## config.mk

```make
export PLATFORM = sky130hd
export DESIGN_NAME = aes_staging_regs
export DESIGN_NICKNAME = d
export VERILOG_FILES = /design/src/design/aes_pkg.sv /design/src/design/aes_byte_lane.sv /design/src/design/aes_xfer_ctrl.sv /design/src/design/aes_staging_regs.sv
export VERILOG_INCLUDE_DIRS = /design/src /design/src/design
export SDC_FILE = /design/constraint.sdc
export NUM_CORES = 1
export LEC_CHECK = 0
export ABC_AREA = 1
export ABC_CLOCK_PERIOD_IN_PS = 2700
export BUFFER_PORTS_ARGS = -buffer_cell sky130_fd_sc_hd__buf_2
export CORE_AREA = 2 2 116 118
export DETAILED_ROUTE_END_ITERATION = 12
export DIE_AREA = 0 0 118 120
export HOLD_SLACK_MARGIN = 0.08
export MAX_ROUTING_LAYER = met4
export PLACE_DENSITY = 0.83
export SLEW_MARGIN = 40
export SYNTH_ARGS = -nofsm -noshare
export SYNTH_HDL_FRONTEND = slang
export SYNTH_SLANG_ARGS = --single-unit
```

## constraint.sdc

```tcl
create_clock -name clk -period 2.7 [get_ports clk]
set_input_delay 0.27 -clock clk [delete_from_list [all_inputs] [get_ports clk]]
set_output_delay 0.27 -clock clk [all_outputs]
set_load 0.05 [all_outputs]
```

## src/design/aes_params.svh

```systemverilog
`ifndef AES_PARAMS_SVH
`define AES_PARAMS_SVH

// ----------------------------------------
// register offsets
// ----------------------------------------
`define AES_OFS_ACT_PRIO      8'h0A
`define AES_OFS_REMARK_MAP    8'h0B
`define AES_OFS_SPARE         8'h0C
`define AES_OFS_FWD_PORTS     8'h0D
`define AES_OFS_RULESET_HI    8'h0E
`define AES_OFS_RULESET_LO    8'h0F
`define AES_OFS_BSEL_HI       8'h10
`define AES_OFS_BSEL_LO       8'h11
`define AES_OFS_STATUS        8'h13

// ----------------------------------------
// reset values
// ----------------------------------------
`define AES_RST_BYTE          8'h00
`define AES_RST_UNMAPPED      8'h00
`define AES_RST_DONE          1'b1

// ----------------------------------------
// field positions
// ----------------------------------------
`define AES_PHS_HI            7
`define AES_PHS_LO            6
`define AES_PRIO_HI           5
`define AES_PRIO_LO           3
`define AES_RPE_BIT           2
`define AES_RPRI_HI_HI        1
`define AES_RPRI_HI_LO        0
`define AES_RPRI_LSB_BIT      7
`define AES_FMS_HI            6
`define AES_FMS_LO            5
`define AES_FWD_HI            5
`define AES_FWD_LO            0
`define AES_STAT_RD_BIT       0
`define AES_STAT_WR_BIT       1
`define AES_STAT_BUSY_BIT     2

// ----------------------------------------
// staging byte numbering
// ----------------------------------------
`define AES_FIRST_ACTION_BYTE 10
`define AES_LAST_HIGH_BYTE    7
`define AES_LAST_BYTE         15

`endif

```

## src/design/aes_pkg.sv

```systemverilog
package aes_pkg;

  // ----------------------------------------
  // request toward the entry table
  // ----------------------------------------
  typedef struct packed {
    logic        start;
    logic        write;
    logic [15:0] byte_sel;
    logic [47:0] wdata;
  } aes_tbl_req_t;

  // ----------------------------------------
  // answer from the entry table
  // ----------------------------------------
  typedef struct packed {
    logic        done;
    logic [47:0] rdata;
  } aes_tbl_rsp_t;

  // ----------------------------------------
  // decoded action fields
  // ----------------------------------------
  typedef struct packed {
    logic [1:0]  priority_handling_select;
    logic [2:0]  priority_value;
    logic        remark_priority_enable;
    logic [2:0]  remark_priority;
    logic [1:0]  forward_map_select;
    logic [5:0]  forward_ports;
    logic [15:0] ruleset;
  } aes_action_t;

  typedef enum logic [1:0] {
    AES_IDLE,
    AES_WAIT_RD,
    AES_WAIT_WR
  } aes_state_t;

endpackage : aes_pkg

```

## src/design/aes_byte_lane.sv

```systemverilog
`timescale 1ns/100ps
`include "aes_params.svh"

// ----------------------------------------
// one staging byte, software or table load
// ----------------------------------------
module aes_byte_lane
  import aes_pkg::*;
#(
  parameter logic [7:0] RESET_VALUE = `AES_RST_BYTE
) (
  input  wire logic       clk,
  input  wire logic       rst,
  input  wire logic       sw_write,
  input  wire logic [7:0] sw_data,
  input  wire logic       tbl_load,
  input  wire logic [7:0] tbl_data,
  output logic      [7:0] q
);

  logic [7:0] next_q;

  // table load wins over a software write in the same cycle
  assign next_q = tbl_load ? tbl_data : (sw_write ? sw_data : q);

  always_ff @(posedge clk) begin
    if (rst) begin
      q <= RESET_VALUE;
    end else begin
      q <= next_q;
    end
  end

endmodule : aes_byte_lane

```

## src/design/aes_xfer_ctrl.sv

```systemverilog
`timescale 1ns/100ps
`include "aes_params.svh"

// ----------------------------------------
// indirect transfer sequencing and status
// ----------------------------------------
module aes_xfer_ctrl
  import aes_pkg::*;
(
  input  wire logic clk,
  input  wire logic rst,
  input  wire logic start,
  input  wire logic write,
  input  wire logic done,
  output logic      busy,
  output logic      read_complete,
  output logic      write_complete,
  output logic      load_stage
);

  aes_state_t state;
  aes_state_t next_state;
  wire        start_ok = start && (state == AES_IDLE);
  wire        rd_finish = done && (state == AES_WAIT_RD);
  wire        wr_finish = done && (state == AES_WAIT_WR);

  always_comb begin
    next_state = state;
    case (state)
      AES_IDLE: begin
        if (start_ok) begin
          next_state = write ? AES_WAIT_WR : AES_WAIT_RD;
        end
      end
      AES_WAIT_RD: begin
        if (done) begin
          next_state = AES_IDLE;
        end
      end
      AES_WAIT_WR: begin
        if (done) begin
          next_state = AES_IDLE;
        end
      end
      default: begin
        next_state = AES_IDLE;
      end
    endcase
  end

  always_ff @(posedge clk) begin
    if (rst) begin
      state          <= AES_IDLE;
      read_complete  <= `AES_RST_DONE;
      write_complete <= `AES_RST_DONE;
      busy           <= 1'b0;
    end else begin
      state <= next_state;
      busy  <= (next_state != AES_IDLE);
      // zero while a read runs, one when it ends
      if (rd_finish) begin
        read_complete <= 1'b1;
      end else if (start_ok && !write) begin
        read_complete <= 1'b0;
      end
      // zero while a write is pending, one when it ends
      if (wr_finish) begin
        write_complete <= 1'b1;
      end else if (start_ok && write) begin
        write_complete <= 1'b0;
      end
    end
  end

  assign load_stage = rd_finish;

endmodule : aes_xfer_ctrl

```

## src/design/aes_staging_regs.sv

```systemverilog
// Design decisions made here: the address-and-strobe port and the placing of the registers.
`timescale 1ns/100ps
`include "aes_params.svh"

// Overview of operation
// - The remark priority enable is a read-write bit at bit 2 of the priority byte, reset to zero.
// - The remark priority is priority byte bits 1:0 on top and remark byte bit 7 as its lowest bit.
// - A six-bit forward map holds one bit per port, bit 0 for port 1, set to forward, clear to block.
// - A write to the low byte-select register starts the transfer; software sets the high one first.
// - High byte-select bit 0 picks staging byte 7 and bit 7 picks staging byte 0.
// - Low byte-select bit 0 picks staging byte 15 and bit 7 picks staging byte 8.
// - Only enabled bytes move in a transfer; disabled bytes stay as they are on both sides.
// - Read-complete reads zero while a table read runs and one when it ends, for software to poll.
// - Write-complete reads zero while a table write is pending and one once it has finished.
module aes_staging_regs
  import aes_pkg::*;
#(
  parameter int ADDR_W  = 8,
  parameter int N_BYTES = 6
) (
  input  wire logic              clk,
  input  wire logic              rst,
  input  wire logic [ADDR_W-1:0] reg_addr,
  input  wire logic [7:0]        reg_wdata,
  input  wire logic              reg_write,
  input  wire logic              reg_read,
  output logic      [7:0]        reg_rdata,
  input  wire logic              xfer_write,
  output aes_tbl_req_t           tbl_req,
  input  wire aes_tbl_rsp_t      tbl_rsp,
  output aes_action_t            action,
  output logic                   read_complete,
  output logic                   write_complete
);

  // ----------------------------------------
  // address decode
  // ----------------------------------------
  wire hit_prio    = (reg_addr == ADDR_W'(`AES_OFS_ACT_PRIO));
  wire hit_remark  = (reg_addr == ADDR_W'(`AES_OFS_REMARK_MAP));
  wire hit_spare   = (reg_addr == ADDR_W'(`AES_OFS_SPARE));
  wire hit_fwd     = (reg_addr == ADDR_W'(`AES_OFS_FWD_PORTS));
  wire hit_rs_hi   = (reg_addr == ADDR_W'(`AES_OFS_RULESET_HI));
  wire hit_rs_lo   = (reg_addr == ADDR_W'(`AES_OFS_RULESET_LO));
  wire hit_bsel_hi = (reg_addr == ADDR_W'(`AES_OFS_BSEL_HI));
  wire hit_bsel_lo = (reg_addr == ADDR_W'(`AES_OFS_BSEL_LO));
  wire hit_status  = (reg_addr == ADDR_W'(`AES_OFS_STATUS));

  wire [N_BYTES-1:0] stage_hit = {hit_prio, hit_remark, hit_spare,
                                  hit_fwd, hit_rs_hi, hit_rs_lo};

  // ----------------------------------------
  // byte-select registers
  // ----------------------------------------
  logic [7:0]  bsel_hi;
  logic [7:0]  bsel_lo;
  logic [15:0] byte_en;
  logic        busy;
  logic        load_stage;
  logic        xfer_start;
  logic        rd_done;
  logic        wr_done;

  always_ff @(posedge clk) begin
    if (rst) begin
      bsel_hi <= `AES_RST_BYTE;
      bsel_lo <= `AES_RST_BYTE;
    end else begin
      if (reg_write && hit_bsel_hi) begin
        bsel_hi <= reg_wdata;
      end
      if (reg_write && hit_bsel_lo) begin
        bsel_lo <= reg_wdata;
      end
    end
  end

  // low byte-select write is the start strobe
  assign xfer_start = reg_write && hit_bsel_lo;

  // ----------------------------------------
  // select bits to staging bytes, reversed
  // ----------------------------------------
  genvar gi;
  generate
    for (gi = 0; gi <= `AES_LAST_HIGH_BYTE; gi = gi + 1) begin : g_en_hi
      assign byte_en[gi] = bsel_hi[`AES_LAST_HIGH_BYTE - gi];
    end
    for (gi = `AES_LAST_HIGH_BYTE + 1; gi <= `AES_LAST_BYTE; gi = gi + 1) begin : g_en_lo
      assign byte_en[gi] = bsel_lo[`AES_LAST_BYTE - gi];
    end
  endgenerate

  // ----------------------------------------
  // transfer sequencing
  // ----------------------------------------
  aes_xfer_ctrl u_ctrl (
    .clk            (clk),
    .rst            (rst),
    .start          (xfer_start),
    .write          (xfer_write),
    .done           (tbl_rsp.done),
    .busy           (busy),
    .read_complete  (rd_done),
    .write_complete (wr_done),
    .load_stage     (load_stage)
  );

  // ----------------------------------------
  // captured selection of the running transfer
  // ----------------------------------------
  logic [15:0] run_en;
  wire         start_taken = xfer_start && !busy;
  // the low select register lands this cycle, so take it from the bus
  wire [15:0]  start_en;

  generate
    for (gi = 0; gi <= `AES_LAST_HIGH_BYTE; gi = gi + 1) begin : g_st_hi
      assign start_en[gi] = byte_en[gi];
    end
    for (gi = `AES_LAST_HIGH_BYTE + 1; gi <= `AES_LAST_BYTE; gi = gi + 1) begin : g_st_lo
      assign start_en[gi] = reg_wdata[`AES_LAST_BYTE - gi];
    end
  endgenerate

  always_ff @(posedge clk) begin
    if (rst) begin
      run_en <= 16'h0000;
    end else if (start_taken) begin
      run_en <= start_en;
    end
  end

  // ----------------------------------------
  // staging bytes of the action half
  // ----------------------------------------
  logic [7:0] stage [N_BYTES];
  wire  [47:0] stage_flat = {stage[5], stage[4], stage[3], stage[2], stage[1], stage[0]};

  generate
    for (gi = 0; gi < N_BYTES; gi = gi + 1) begin : g_lane
      // lane gi is staging byte 15-gi; lane 5 is the priority byte
      localparam int BYTE_NO = `AES_LAST_BYTE - gi;
      wire lane_load = load_stage && run_en[BYTE_NO];
      aes_byte_lane #(
        .RESET_VALUE (`AES_RST_BYTE)
      ) u_lane (
        .clk      (clk),
        .rst      (rst),
        .sw_write (reg_write && stage_hit[gi]),
        .sw_data  (reg_wdata),
        .tbl_load (lane_load),
        .tbl_data (tbl_rsp.rdata[gi*8 +: 8]),
        .q        (stage[gi])
      );
    end
  endgenerate

  wire [7:0] byte_prio   = stage[5];
  wire [7:0] byte_remark = stage[4];
  wire [7:0] byte_spare  = stage[3];
  wire [7:0] byte_fwd    = stage[2];
  wire [7:0] byte_rs_hi  = stage[1];
  wire [7:0] byte_rs_lo  = stage[0];

  // ----------------------------------------
  // request toward the table
  // ----------------------------------------
  always_ff @(posedge clk) begin
    if (rst) begin
      tbl_req <= '0;
    end else begin
      tbl_req.start <= start_taken;
      if (start_taken) begin
        tbl_req.write    <= xfer_write;
        tbl_req.byte_sel <= start_en;
        tbl_req.wdata    <= stage_flat;
      end
    end
  end

  // ----------------------------------------
  // action fields; reserved bits go nowhere
  // ----------------------------------------
  aes_action_t next_action;

  always_comb begin
    next_action = '0;
    next_action.priority_handling_select = byte_prio[`AES_PHS_HI:`AES_PHS_LO];
    next_action.priority_value           = byte_prio[`AES_PRIO_HI:`AES_PRIO_LO];
    next_action.remark_priority_enable   = byte_prio[`AES_RPE_BIT];
    next_action.remark_priority          = {byte_prio[`AES_RPRI_HI_HI:`AES_RPRI_HI_LO],
                                            byte_remark[`AES_RPRI_LSB_BIT]};
    next_action.forward_map_select       = byte_remark[`AES_FMS_HI:`AES_FMS_LO];
    next_action.forward_ports            = byte_fwd[`AES_FWD_HI:`AES_FWD_LO];
    next_action.ruleset                  = {byte_rs_hi, byte_rs_lo};
  end

  // registered so the action outputs come from flops; spare byte unused
  always_ff @(posedge clk) begin
    if (rst) begin
      action <= '0;
    end else begin
      action <= next_action;
    end
  end

  // ----------------------------------------
  // status outputs
  // ----------------------------------------
  always_ff @(posedge clk) begin
    if (rst) begin
      read_complete  <= `AES_RST_DONE;
      write_complete <= `AES_RST_DONE;
    end else begin
      read_complete  <= rd_done;
      write_complete <= wr_done;
    end
  end

  // ----------------------------------------
  // read-back, one cycle after the strobe
  // ----------------------------------------
  wire [7:0] status_byte;
  assign status_byte = {5'h00, busy, wr_done, rd_done};

  logic [7:0] next_rdata;

  always_comb begin
    next_rdata = `AES_RST_UNMAPPED;
    case (1'b1)
      hit_prio:    next_rdata = byte_prio;
      hit_remark:  next_rdata = byte_remark;
      hit_spare:   next_rdata = byte_spare;
      hit_fwd:     next_rdata = byte_fwd;
      hit_rs_hi:   next_rdata = byte_rs_hi;
      hit_rs_lo:   next_rdata = byte_rs_lo;
      hit_bsel_hi: next_rdata = bsel_hi;
      hit_bsel_lo: next_rdata = bsel_lo;
      hit_status:  next_rdata = status_byte;
      default:     next_rdata = `AES_RST_UNMAPPED;
    endcase
  end

  always_ff @(posedge clk) begin
    if (rst) begin
      reg_rdata <= `AES_RST_UNMAPPED;
    end else if (reg_read) begin
      reg_rdata <= next_rdata;
    end else begin
      reg_rdata <= `AES_RST_UNMAPPED;
    end
  end

endmodule : aes_staging_regs

```

==> flow_metrics.tcl, run 1 <==
set metrics [dict create \
    result_of_the_run "completed" \
    share_of_synthesized_cell_area_in_full_adder_half_adder_and_majority_cells 0.00700 \
    timing.critical_path.fanout_max 20 \
    final_net_count 1135 \
    power.density_mw_per_mm2 625 \
    multiInputGateArea_mm2 0.00294 \
    clock-skew-final_ns 0.00824 \
    synthMuxAreaShare 0 \
    crit_required_ns 3.06 \
    synth_simple_gate_area_frac 0.215 \
    cp_num_buf_inv 2 \
    global_route.usage.met1 0.420 \
    detail_route.iter0.violations 706 \
    gpl.final_weighted_congestion 0.963 \
    met2_usage_grt 0.431 \
    antennaDiodeCount 0 \
    worstSetupStartpointType "register" \
    timing_worst_setup_path_type "reg -> reg" \
    cts_max_path_buffers 2 \
    timing_worst_slew_pin_value_ns 0.578 \
    placeableCoreArea_mm2 0.0130 \
    groute.layer.met3.usage 0.0561 \
    layer_with_the_highest_usage_after_global_routing "met2" \
    peakVddDrop_mv 0.395 \
    antenna_found_initial 0 \
    cts_tree "built" \
    antenna_left 0 \
    drc_viols 0 \
    fmax_mhz 502 \
    worstSetupEndpointType "register" \
    initial_core_util 0.551 \
    num_rows 42 \
    postRouteWirelength_mm 20.7 \
    clock_insertion_delay_worst_skew_ns 0.43 \
    layout.filler_cells 1098 \
    synth_cell_type_count 32 \
    grt_max_degree 71 \
    grt_use_total 0.301 \
    num_io_pins 179 \
    ys.warnings.count 0 \
    crit_chain "inv_1 -> ha_1 -> nand2_1 -> inv_2 -> nand2_1 -> nand2_1 -> o21ai_0 -> a31oi_1" \
    most_used_cells_in_the_layout_excluding_fill_and_tap_cells "178 x dfxtp_1, 178 x buf_2, 123 x nand2_1" \
    final_core_utilization 0.669 \
    critPathSlowestCell "nand2_1" \
    max_cap_violations 0 \
    fin_crit_period_ns 1.99 \
    routed_wirelength_normalized_by_instance_count_um 16.6 \
    synth_seq_area_share 0.498 \
    combinational_family_with_the_most_area_after_synthesis "simple AND/OR/NAND/NOR gates" \
    gr_ovfl_total 0 \
    worst_setup_hold_path_clk_slew_ns 0.07 \
    buffer_type_at_the_clock_tree_root "clkbuf_16" \
    wire_length_of_the_first_global_routing_pass_mm 31.9 \
    drive_gt1_frac 0.250 \
    synth-compound-area-share 0.189 \
    die_x_um 118 \
    hold_violations 0 \
    synthesis.nets 985 \
    port_buffers 178 \
    synthesis.instances 911 \
    clkSinkCount 178 \
    area_growth_syn_to_layout_pct 21.5 \
    cts_made_buffers 17 \
    drt-vias-per-instance 5.48 \
    route.vias.total 6848 \
    critical_path.top_delay_family "simple AND/OR/NAND/NOR gates" \
    synth.ff_latch_count 178 \
    die-height_um 120 \
    sequential_cell_area_mm2 0.00356 \
    worst_path_largest_cell_delay_ns 0.40 \
    cts-htree-levels 4 \
    finalCritPeriodShare 0.738 \
    hold_path.class "in -> reg" \
    mappedNetlistArea_mm2 0.00715 \
    setup_viol 0 \
    worst-r2r-setup-slack_ns 0.71 \
    dr.pass1.iters 5 \
    grt_pass1_vias 5940 \
    power.leakage_nw 4.08 \
    grt_setup_unrepaired "false" \
    tns_ns 0 \
    syn_area_per_cell_um2 7.85 \
    cp_common_cell "nand2_1" \
    slew_headroom 0.615 \
    synth-xor-area-share 0 \
    fin_total_pwr_mw 5.43 \
    slew_viol_final 0 \
    die-area_mm2 0.0142 \
    detailedPlacementHpwl_mm 14.6 \
    worst_ep_arrival_time_ns 2.35 \
]
==> synth_stat cells <==
library cell  instances  area [um^2]
a211oi_1              3         22.5
a21oi_1              51          255
a21oi_2              10         87.6
a31oi_1              48          300
buf_1                 8         30.0
buf_2                11         55.1
buf_4                 6         45.0
buf_6                 7         78.8
buf_8                 1         15.0
clkbuf_1             29          109
dfxtp_1             178         3560
ha_1                  4         50.1
inv_1                75          282
inv_2                 7         26.3
inv_4                 1         6.26
nand2_1             123          462
nand2_2               9         56.3
nand2_4               5         56.3
nand3_1              65          325
nand3_4               2         35.0
nand4_1               9         56.3
nor2_1              109          409
nor2_2                1         6.26
nor2_4                5         56.3
nor2_8                1         20.0
nor3_1                3         15.0
nor3_2                1         10.0
nor3_4                1         16.3
o211ai_1              3         22.5
o21ai_0             103          515
o21ai_1              30          150
or2_2                 2         12.5
==> through the flow <==
stage | instance area (um^2) | cells | hold WS, ns | worst slack, ns
global placement | 8060 | 1217 | 0.433 | 0.784
global route | 8690 | 1250 | 0.123 | 0.430
floorplan | 7150 | 911 | 0.390 | 0.999
CTS | 8690 | 1250 | 0.111 | 0.726
finish | 8690 | 1250 | 0.123 | 0.707
detailed placement | 8060 | 1217 | 0.435 | 0.669
==> final cells by class <==
type | count | area share
Sequential cell | 178 | 0.410
Multi-Input combinational cell | 588 | 0.338
Clock inverter | 11 | 0.0173
Clock buffer | 21 | 0.0541
Tap cell | 176 | 0.0253
Inverter | 83 | 0.0361
Timing Repair Buffer | 193 | 0.119
==> routing by layer <==
metal,up-vias,share of wire
li1,3321,-
met1,3113,0.44
met2,367,0.44
met3,47,0.093
met4,0,0.027
met5,-,0
==> kinds of logic (layout without fill, tap and decap cells) <==
family / after synthesis / after routing
simple gates: 336 / 336
fa+ha+maj: 4 / 4
buf+inv: 145 / 308
compound gates: 248 / 248
flops: 178 / 178
==> what timing repair did <==
| action | 4_1_cts | 5_1_grt |
|---|---|---|
| hold endpoints to repair | 1 | 0 |
| resized for setup | 0 | 0 |
| hold buffers | 1 | 0 |
| setup buffers | 0 | 0 |
==> power breakdown <==
group          switching, mW  internal, mW  total [mW]
sequential           0.00353          2.63        2.63
combinational          0.154        0.0712       0.225
clock                   1.03          1.54        2.57
==> worst paths after layout <==
check,startpoint,to,cells past startpoint
worst min register to register,bsel_lo[6],bsel_lo[6],2
worst max-delay path,u_ctrl.state[1],g_lane[3].u_lane.q[4],8
worst max register to register,u_ctrl.state[1],g_lane[3].u_lane.q[4],8
worst min-delay path,xfer_write,u_ctrl.write_complete,4
==> worst register-to-register path, delay by kind of cell, from the launching register on <==
| kind | cells | cell delay [ns] |
|---|---|---|
| AO/OA/AOI/OAI | 2 | 0.28 |
| flip-flops | 1 | 0.34 |
| adder cells (fa/ha/maj) | 1 | 0.13 |
| buffers and inverters | 2 | 0.38 |
| AND/OR/NAND/NOR | 3 | 0.78 |
==> registers in the layout, indices dropped and copies added, names as in the netlist <==
signal                 count
tbl_req                   66
g_lane.u_lane.q           48
action                    33
bsel_hi                    8
bsel_lo                    8
reg_rdata                  8
u_ctrl.state               2
read_complete              1
u_ctrl.busy                1
u_ctrl.read_complete       1
u_ctrl.write_complete      1
write_complete             1
No activity file was read; power rests on OpenSTA's default activity.
==> run 2: changes to the inputs <==
--- a/config.mk
+++ b/config.mk
@@ -7,14 +7,14 @@
 export NUM_CORES = 1
 export LEC_CHECK = 0
 export ABC_AREA = 1
-export ABC_CLOCK_PERIOD_IN_PS = 2700
+export ABC_CLOCK_PERIOD_IN_PS = 2000
 export BUFFER_PORTS_ARGS = -buffer_cell sky130_fd_sc_hd__buf_2
-export CORE_AREA = 2 2 116 118
+export CORE_AREA = 2 2 120 122
 export DETAILED_ROUTE_END_ITERATION = 12
-export DIE_AREA = 0 0 118 120
+export DIE_AREA = 0 0 122 124
 export HOLD_SLACK_MARGIN = 0.08
 export MAX_ROUTING_LAYER = met4
-export PLACE_DENSITY = 0.83
+export PLACE_DENSITY = 0.78
 export SLEW_MARGIN = 40
 export SYNTH_ARGS = -nofsm -noshare
 export SYNTH_HDL_FRONTEND = slang
==> constraint.sdc (replaced) <==
create_clock -name clk -period 2 [get_ports clk]
set_input_delay 0.2 -clock clk [delete_from_list [all_inputs] [get_ports clk]]
set_output_delay 0.2 -clock clk [all_outputs]
set_load 0.05 [all_outputs]
==> run 2 against run 1 <==
Against the previous run:
- maximum frequency rose by 11%
- sequential share of layout area fell by 2.4 points
- sequential power rose by 35%
==> flow_metrics.tcl, run 2 (synthesized netlist as in run 1, its figures left out) <==
set metrics [dict create \
    drive_gt1_frac 0.242 \
    fin_crit_period_ns 1.79 \
    final_cells 1306 \
    cts_max_path_buffers 2 \
    min_delay_path_depth 3 \
    die-area_mm2 0.0151 \
    largest_register_ffs 66 \
    routed_wirelength_normalized_by_instance_count_um 16.8 \
    gr_ovfl_total 0 \
    hold_path.class "in -> reg" \
    grt_pass1_vias 6487 \
    power.leakage_nw 4.30 \
    detailedPlacementHpwl_mm 14.7 \
    cts.repair_timing.setup_buffer_count 0 \
    slew_viol_final 0 \
    dr.pass1.iters 7 \
    detailedPlace.worstSlack_ns 0.188 \
    cts-htree-levels 4 \
    initial_core_util 0.521 \
    cp_num_buf_inv 2 \
    fin_area_mm2 0.00923 \
    tns_ns 0 \
    die_x_um 122 \
    buffer_type_at_the_clock_tree_root "clkbuf_16" \
    route.vias.total 7116 \
    worstHoldEndpoint "g_lane[1].u_lane.q[1]" \
    timing_worst_setup_path_type "reg -> reg" \
    finalCritPeriodShare 0.896 \
    timing.final.ws_setup_ns 0.208 \
    crit-reg2reg-capture "g_lane[2].u_lane.q[2]" \
    cts_tree "built" \
    clock_insertion_delay_worst_skew_ns 0.44 \
    port_buffers 178 \
    timing.rr.start "u_ctrl.state[1]" \
    hold_violations 0 \
    drc_viols 0 \
    finalHoldWorstSlack_ns 0.117 \
    antennaDiodeCount 0 \
    timing.critical_path.fanout_max 17 \
    gpl.final_weighted_congestion 0.970 \
    drt-vias-per-instance 5.45 \
    fin_total_pwr_mw 7.52 \
    die-height_um 124 \
    final_net_count 1187 \
    wire_length_of_the_first_global_routing_pass_mm 33.5 \
    worst_path_largest_cell_delay_ns 0.34 \
    power.density_mw_per_mm2 814 \
    critPathSlowestCell "dfxtp_1" \
    antenna_left 0 \
    hp_start "tbl_rsp[9]" \
    grt_setup_unrepaired "false" \
    setup_viol 0 \
    worst-r2r-setup-slack_ns 0.21 \
    number_of_cell_instances_on_the_worst_register_to_register_path 8 \
    clkSinkCount 178 \
    regMostFlops "tbl_req" \
    timing_worst_slew_pin_value_ns 0.526 \
    detail_route.iter0.violations 912 \
    critical_path.top_delay_family "simple AND/OR/NAND/NOR gates" \
    max_cap_violations 0 \
    num_rows 43 \
    antenna_found_initial 0 \
    worstSetupStartpointType "register" \
    most_used_cells_in_the_layout_excluding_fill_and_tap_cells "178 x dfxtp_1, 178 x buf_2, 121 x nand2_1" \
    postRouteWirelength_mm 21.9 \
    largest_registers "tbl_req (66), g_lane.u_lane.q (48), action (33)" \
    peakVddDrop_mv 0.681 \
    placed_cell_area_mm2 0.00808 \
    clock-skew-final_ns 0.00709 \
    grt_max_degree 104 \
    worst_ep_arrival_time_ns 2.15 \
    cts_made_buffers 17 \
    placeableCoreArea_mm2 0.0137 \
    num_io_pins 179 \
    slew_headroom 0.649 \
    result_of_the_run "completed" \
    dp_cell_count 1223 \
    fmax_mhz 558 \
    final_core_utilization 0.673 \
    area_growth_syn_to_layout_pct 29.1 \
    crit_required_ns 2.36 \
    crit_chain "inv_1 -> ha_1 -> nand2_1 -> inv_2 -> nand2_2 -> nand2_4 -> o21ai_0 -> a31oi_1" \
    worst_setup_hold_path_clk_slew_ns 0.07 \
    worstSetupEndpointType "register" \
    grt_use_total 0.298 \
]
-- run 2: power breakdown --
group	total (mW)	internal [mW]	switching [mW]
clock	3.59	2.16	1.43
sequential	3.56	3.55	0.00509
combinational	0.375	0.156	0.219
total	7.52	5.87	1.65
-- run 2: repair_timing --
| action | 4_1_cts | 5_1_grt |
|---|---|---|
| hold endpoints to repair | 51 | 0 |
| gates resized for setup | 0 | 2 |
| endpoints found under the setup margin | 0 | 14 |
| hold buffers | 51 | 0 |
-- run 2: how the worst max path moves through the flow --
stage / from / end / depth (start not counted)
3_3_place_gp: reg_addr[5] / tbl_req[63] / 11
6_report: u_ctrl.state[1] / g_lane[2].u_lane.q[2] / 8
3_5_place_dp: reg_addr[5] / tbl_req[63] / 11
5_1_grt: u_ctrl.state[1] / g_lane[5].u_lane.q[3] / 8
4_1_cts: u_ctrl.state[1] / g_lane[3].u_lane.q[4] / 8
2_1_floorplan: tbl_req[59] / g_lane[4].u_lane.q[5] / 6
-- run 2: worst reg2reg max path, delay by kind of cell, from the launching register on --
family,cells,cell delay (ns)
buf+inv,2,0.40
fa+ha+maj,1,0.14
flops,1,0.34
simple gates,3,0.53
compound gates,2,0.31
-- run 2: area by class of cell --
type                    instances  area [um^2]
fillers                      1131         4490
flip-flops and latches        178         3560
multi-input cells             588         2950
repair buffers                245         1550
clock buffers                  20          457
inverters                      83          314
well taps                     180          225
clock inverters                12          180
-- run 2: routing by layer --
| layer | vias to the layer above | wire [um] | global-route usage |
|---|---|---|---|
| li1 | 3435 | - | - |
| met1 | 3246 | 9320 | 0.394 |
| met2 | 388 | 9960 | 0.450 |
| met3 | 47 | 2100 | 0.0687 |
| met4 | 0 | 556 | 0.103 |
| met5 | - | 0 | - |
==> run 3: changes to the inputs <==
==> constraint.sdc (replaced) <==
create_clock -name clk -period 2 [get_ports clk]
set_input_delay 0.4 -clock clk [delete_from_list [all_inputs] [get_ports clk]]
set_output_delay 0.4 -clock clk [all_outputs]
set_load 0.05 [all_outputs]
==> run 3 against run 2 <==
Against the previous run:
- sequential power is essentially flat
- clock skew grew 0.0016 ns
- flip-flop and latch count is the same
- routed wire length shrank 3.8%
- maximum frequency shrank 1.7%
- sequential share of layout area grew 2.3 points
- combinational power shrank 21%
- first-iteration DRC count shrank 26%
- core utilization shrank 3.8 points
- global-route usage shrank 0.82 points
- design area shrank 5.6%
- die area is the same
- critical endpoint is now tbl_req[58]
==> flow_metrics.tcl, run 3 (synthesized netlist as in run 1, its figures left out) <==
set metrics [dict create \
    grt_use_total 0.289 \
    postCtsResizedCells 0 \
    route.vias.total 6904 \
    clock_insertion_delay_worst_skew_ns 0.44 \
    result_of_the_run "completed" \
    critical_path.top_delay_family "flip-flops" \
    routed_wirelength_normalized_by_instance_count_um 16.8 \
    antenna_found_initial 0 \
    grt_pass1_vias 6193 \
    worst_path_largest_cell_delay_ns 0.61 \
    slew_headroom 0.681 \
    detailedPlacementHpwl_mm 15.0 \
    min_delay_path_depth 3 \
    power.leakage_nw 4.07 \
    worstSetupStartpointType "register" \
    antenna_left 0 \
    worst_ep_arrival_time_ns 1.42 \
    fmax_mhz 549 \
    cts.repair_timing.setup_buffer_count 0 \
    fin_crit_period_ns 1.82 \
    die_x_um 122 \
    drt-vias-per-instance 5.48 \
    grt_setup_unrepaired "false" \
    die-height_um 124 \
    die-area_mm2 0.0151 \
    crit_required_ns 1.60 \
    cts_max_path_buffers 2 \
    hp_start "tbl_rsp[48]" \
    buffer_type_at_the_clock_tree_root "clkbuf_16" \
    worstSetupEndpointType "output pin" \
    grt_max_degree 78 \
    peakVddDrop_mv 0.613 \
    cts_made_buffers 17 \
    cp_num_buf_inv 1 \
    detail_route.iter0.violations 672 \
    gpl.final_weighted_congestion 0.945 \
    placed_cell_area_mm2 0.00812 \
    cts_tree "built" \
    power.density_mw_per_mm2 829 \
    port_buffers 178 \
    hold_buffers 0 \
    largest_registers "tbl_req (66), g_lane.u_lane.q (48), action (33)" \
    cts-htree-levels 4 \
    timing.critical_path.fanout_max 11 \
    area_growth_syn_to_layout_pct 21.8 \
    tns_ns 0 \
    largest_register_ffs 66 \
    fin_area_mm2 0.00871 \
    number_of_cell_instances_on_the_worst_register_to_register_path 8 \
    hold_violations 0 \
    drive_gt1_frac 0.255 \
    max_cap_violations 0 \
    clock-skew-final_ns 0.00871 \
    placeableCoreArea_mm2 0.0137 \
    setup_viol 0 \
    postRouteWirelength_mm 21.1 \
    gr_ovfl_total 0 \
    initial_core_util 0.521 \
    crit_chain "buf_2" \
    hold_path.class "in -> reg" \
    worstHoldEndpoint "u_ctrl.write_complete" \
    dr.pass1.iters 6 \
    worst_setup_hold_path_clk_slew_ns 0.07 \
    timing_worst_setup_path_type "reg -> out" \
    regMostFlops "tbl_req" \
    wire_length_of_the_first_global_routing_pass_mm 32.4 \
    final_net_count 1141 \
    antennaDiodeCount 0 \
    final_cells 1259 \
    layout.filler_cells 1217 \
    dp_cell_count 1228 \
    num_io_pins 179 \
    timing_worst_slew_pin_value_ns 0.479 \
    clkSinkCount 178 \
    worst-r2r-setup-slack_ns 0.22 \
    critPathSlowestCell "dfxtp_1" \
    timing.rr.start "u_ctrl.state[1]" \
    finalCritPeriodShare 0.911 \
    drc_viols 0 \
    slew_viol_final 0 \
    crit-reg2reg-capture "g_lane[3].u_lane.q[3]" \
    most_used_cells_in_the_layout_excluding_fill_and_tap_cells "178 x dfxtp_1, 178 x buf_2, 122 x nand2_1" \
    num_rows 43 \
]
## run 3: changes by cell type in the layout (fill, tap and decap cells not counted)
cell	previous run	this run
dlygate4sd3_1	51	0
bufinv_16	4	3
clkinvlp_4	2	7
clkbuf_1	1	2
clkbuf_8	2	0
clkinv_2	2	0
nand2_2	11	10
nand2_1	121	122
buf_4	14	19
clkinv_4	3	1
## run 3: power by group
group          leakage (nW)  internal (mW)  switching [mW]
clock                 0.264           1.96            1.41
sequential             1.43           3.55         0.00516
combinational          2.37         0.0940           0.204
## run 3: metrics by stage
| step | setup slack [ns] | total power, mW | util | hold WS [ns] |
|---|---|---|---|---|
| finish | 0.177 | 7.22 | 0.635 | 0.223 |
| global route | 0.0166 | 7.41 | 0.635 | 0.244 |
| CTS | 0.184 | 7.24 | 0.635 | 0.215 |
| detailed placement | 0.131 | 3.93 | 0.592 | 0.438 |
| global placement | 0.151 | 3.93 | 0.592 | 0.432 |
| floorplan | 0.299 | 3.79 | - | 0.424 |
## run 3: worst max-delay path by stage
| stage | from | endpoint | slack, ns | cells past startpoint |
|---|---|---|---|---|
| global route | u_ctrl.state[1] | g_lane[3].u_lane.q[3] | 0.02 | 8 |
| finish | tbl_req[58] | tbl_req[58] | 0.18 | 1 |
| global placement | reg_addr[7] | reg_rdata[5] | 0.15 | 13 |
| floorplan | tbl_req[59] | g_lane[4].u_lane.q[5] | 0.30 | 6 |
| detailed placement | reg_addr[6] | reg_rdata[5] | 0.13 | 13 |
| CTS | tbl_req[62] | tbl_req[62] | 0.18 | 1 |
## run 3: area by class of cell
cell class | instances | area, um^2 | area share
sequential | 178 | 3560 | 0.409
multi-input combinational | 588 | 2940 | 0.338
timing repair buffer | 199 | 1070 | 0.123
clock buffer | 19 | 433 | 0.0497
inverter | 83 | 314 | 0.0360
tap | 180 | 225 | 0.0259
clock inverter | 12 | 160 | 0.0184
## run 3: per-layer routing
metal / GRT usage / part of all wire / vias up
li1: - / - / 3333
met1: 0.389 / 0.43 / 3131
met2: 0.426 / 0.44 / 387
met3: 0.0609 / 0.10 / 53
met4: 0.119 / 0.028 / 0
met5: - / 0 / -
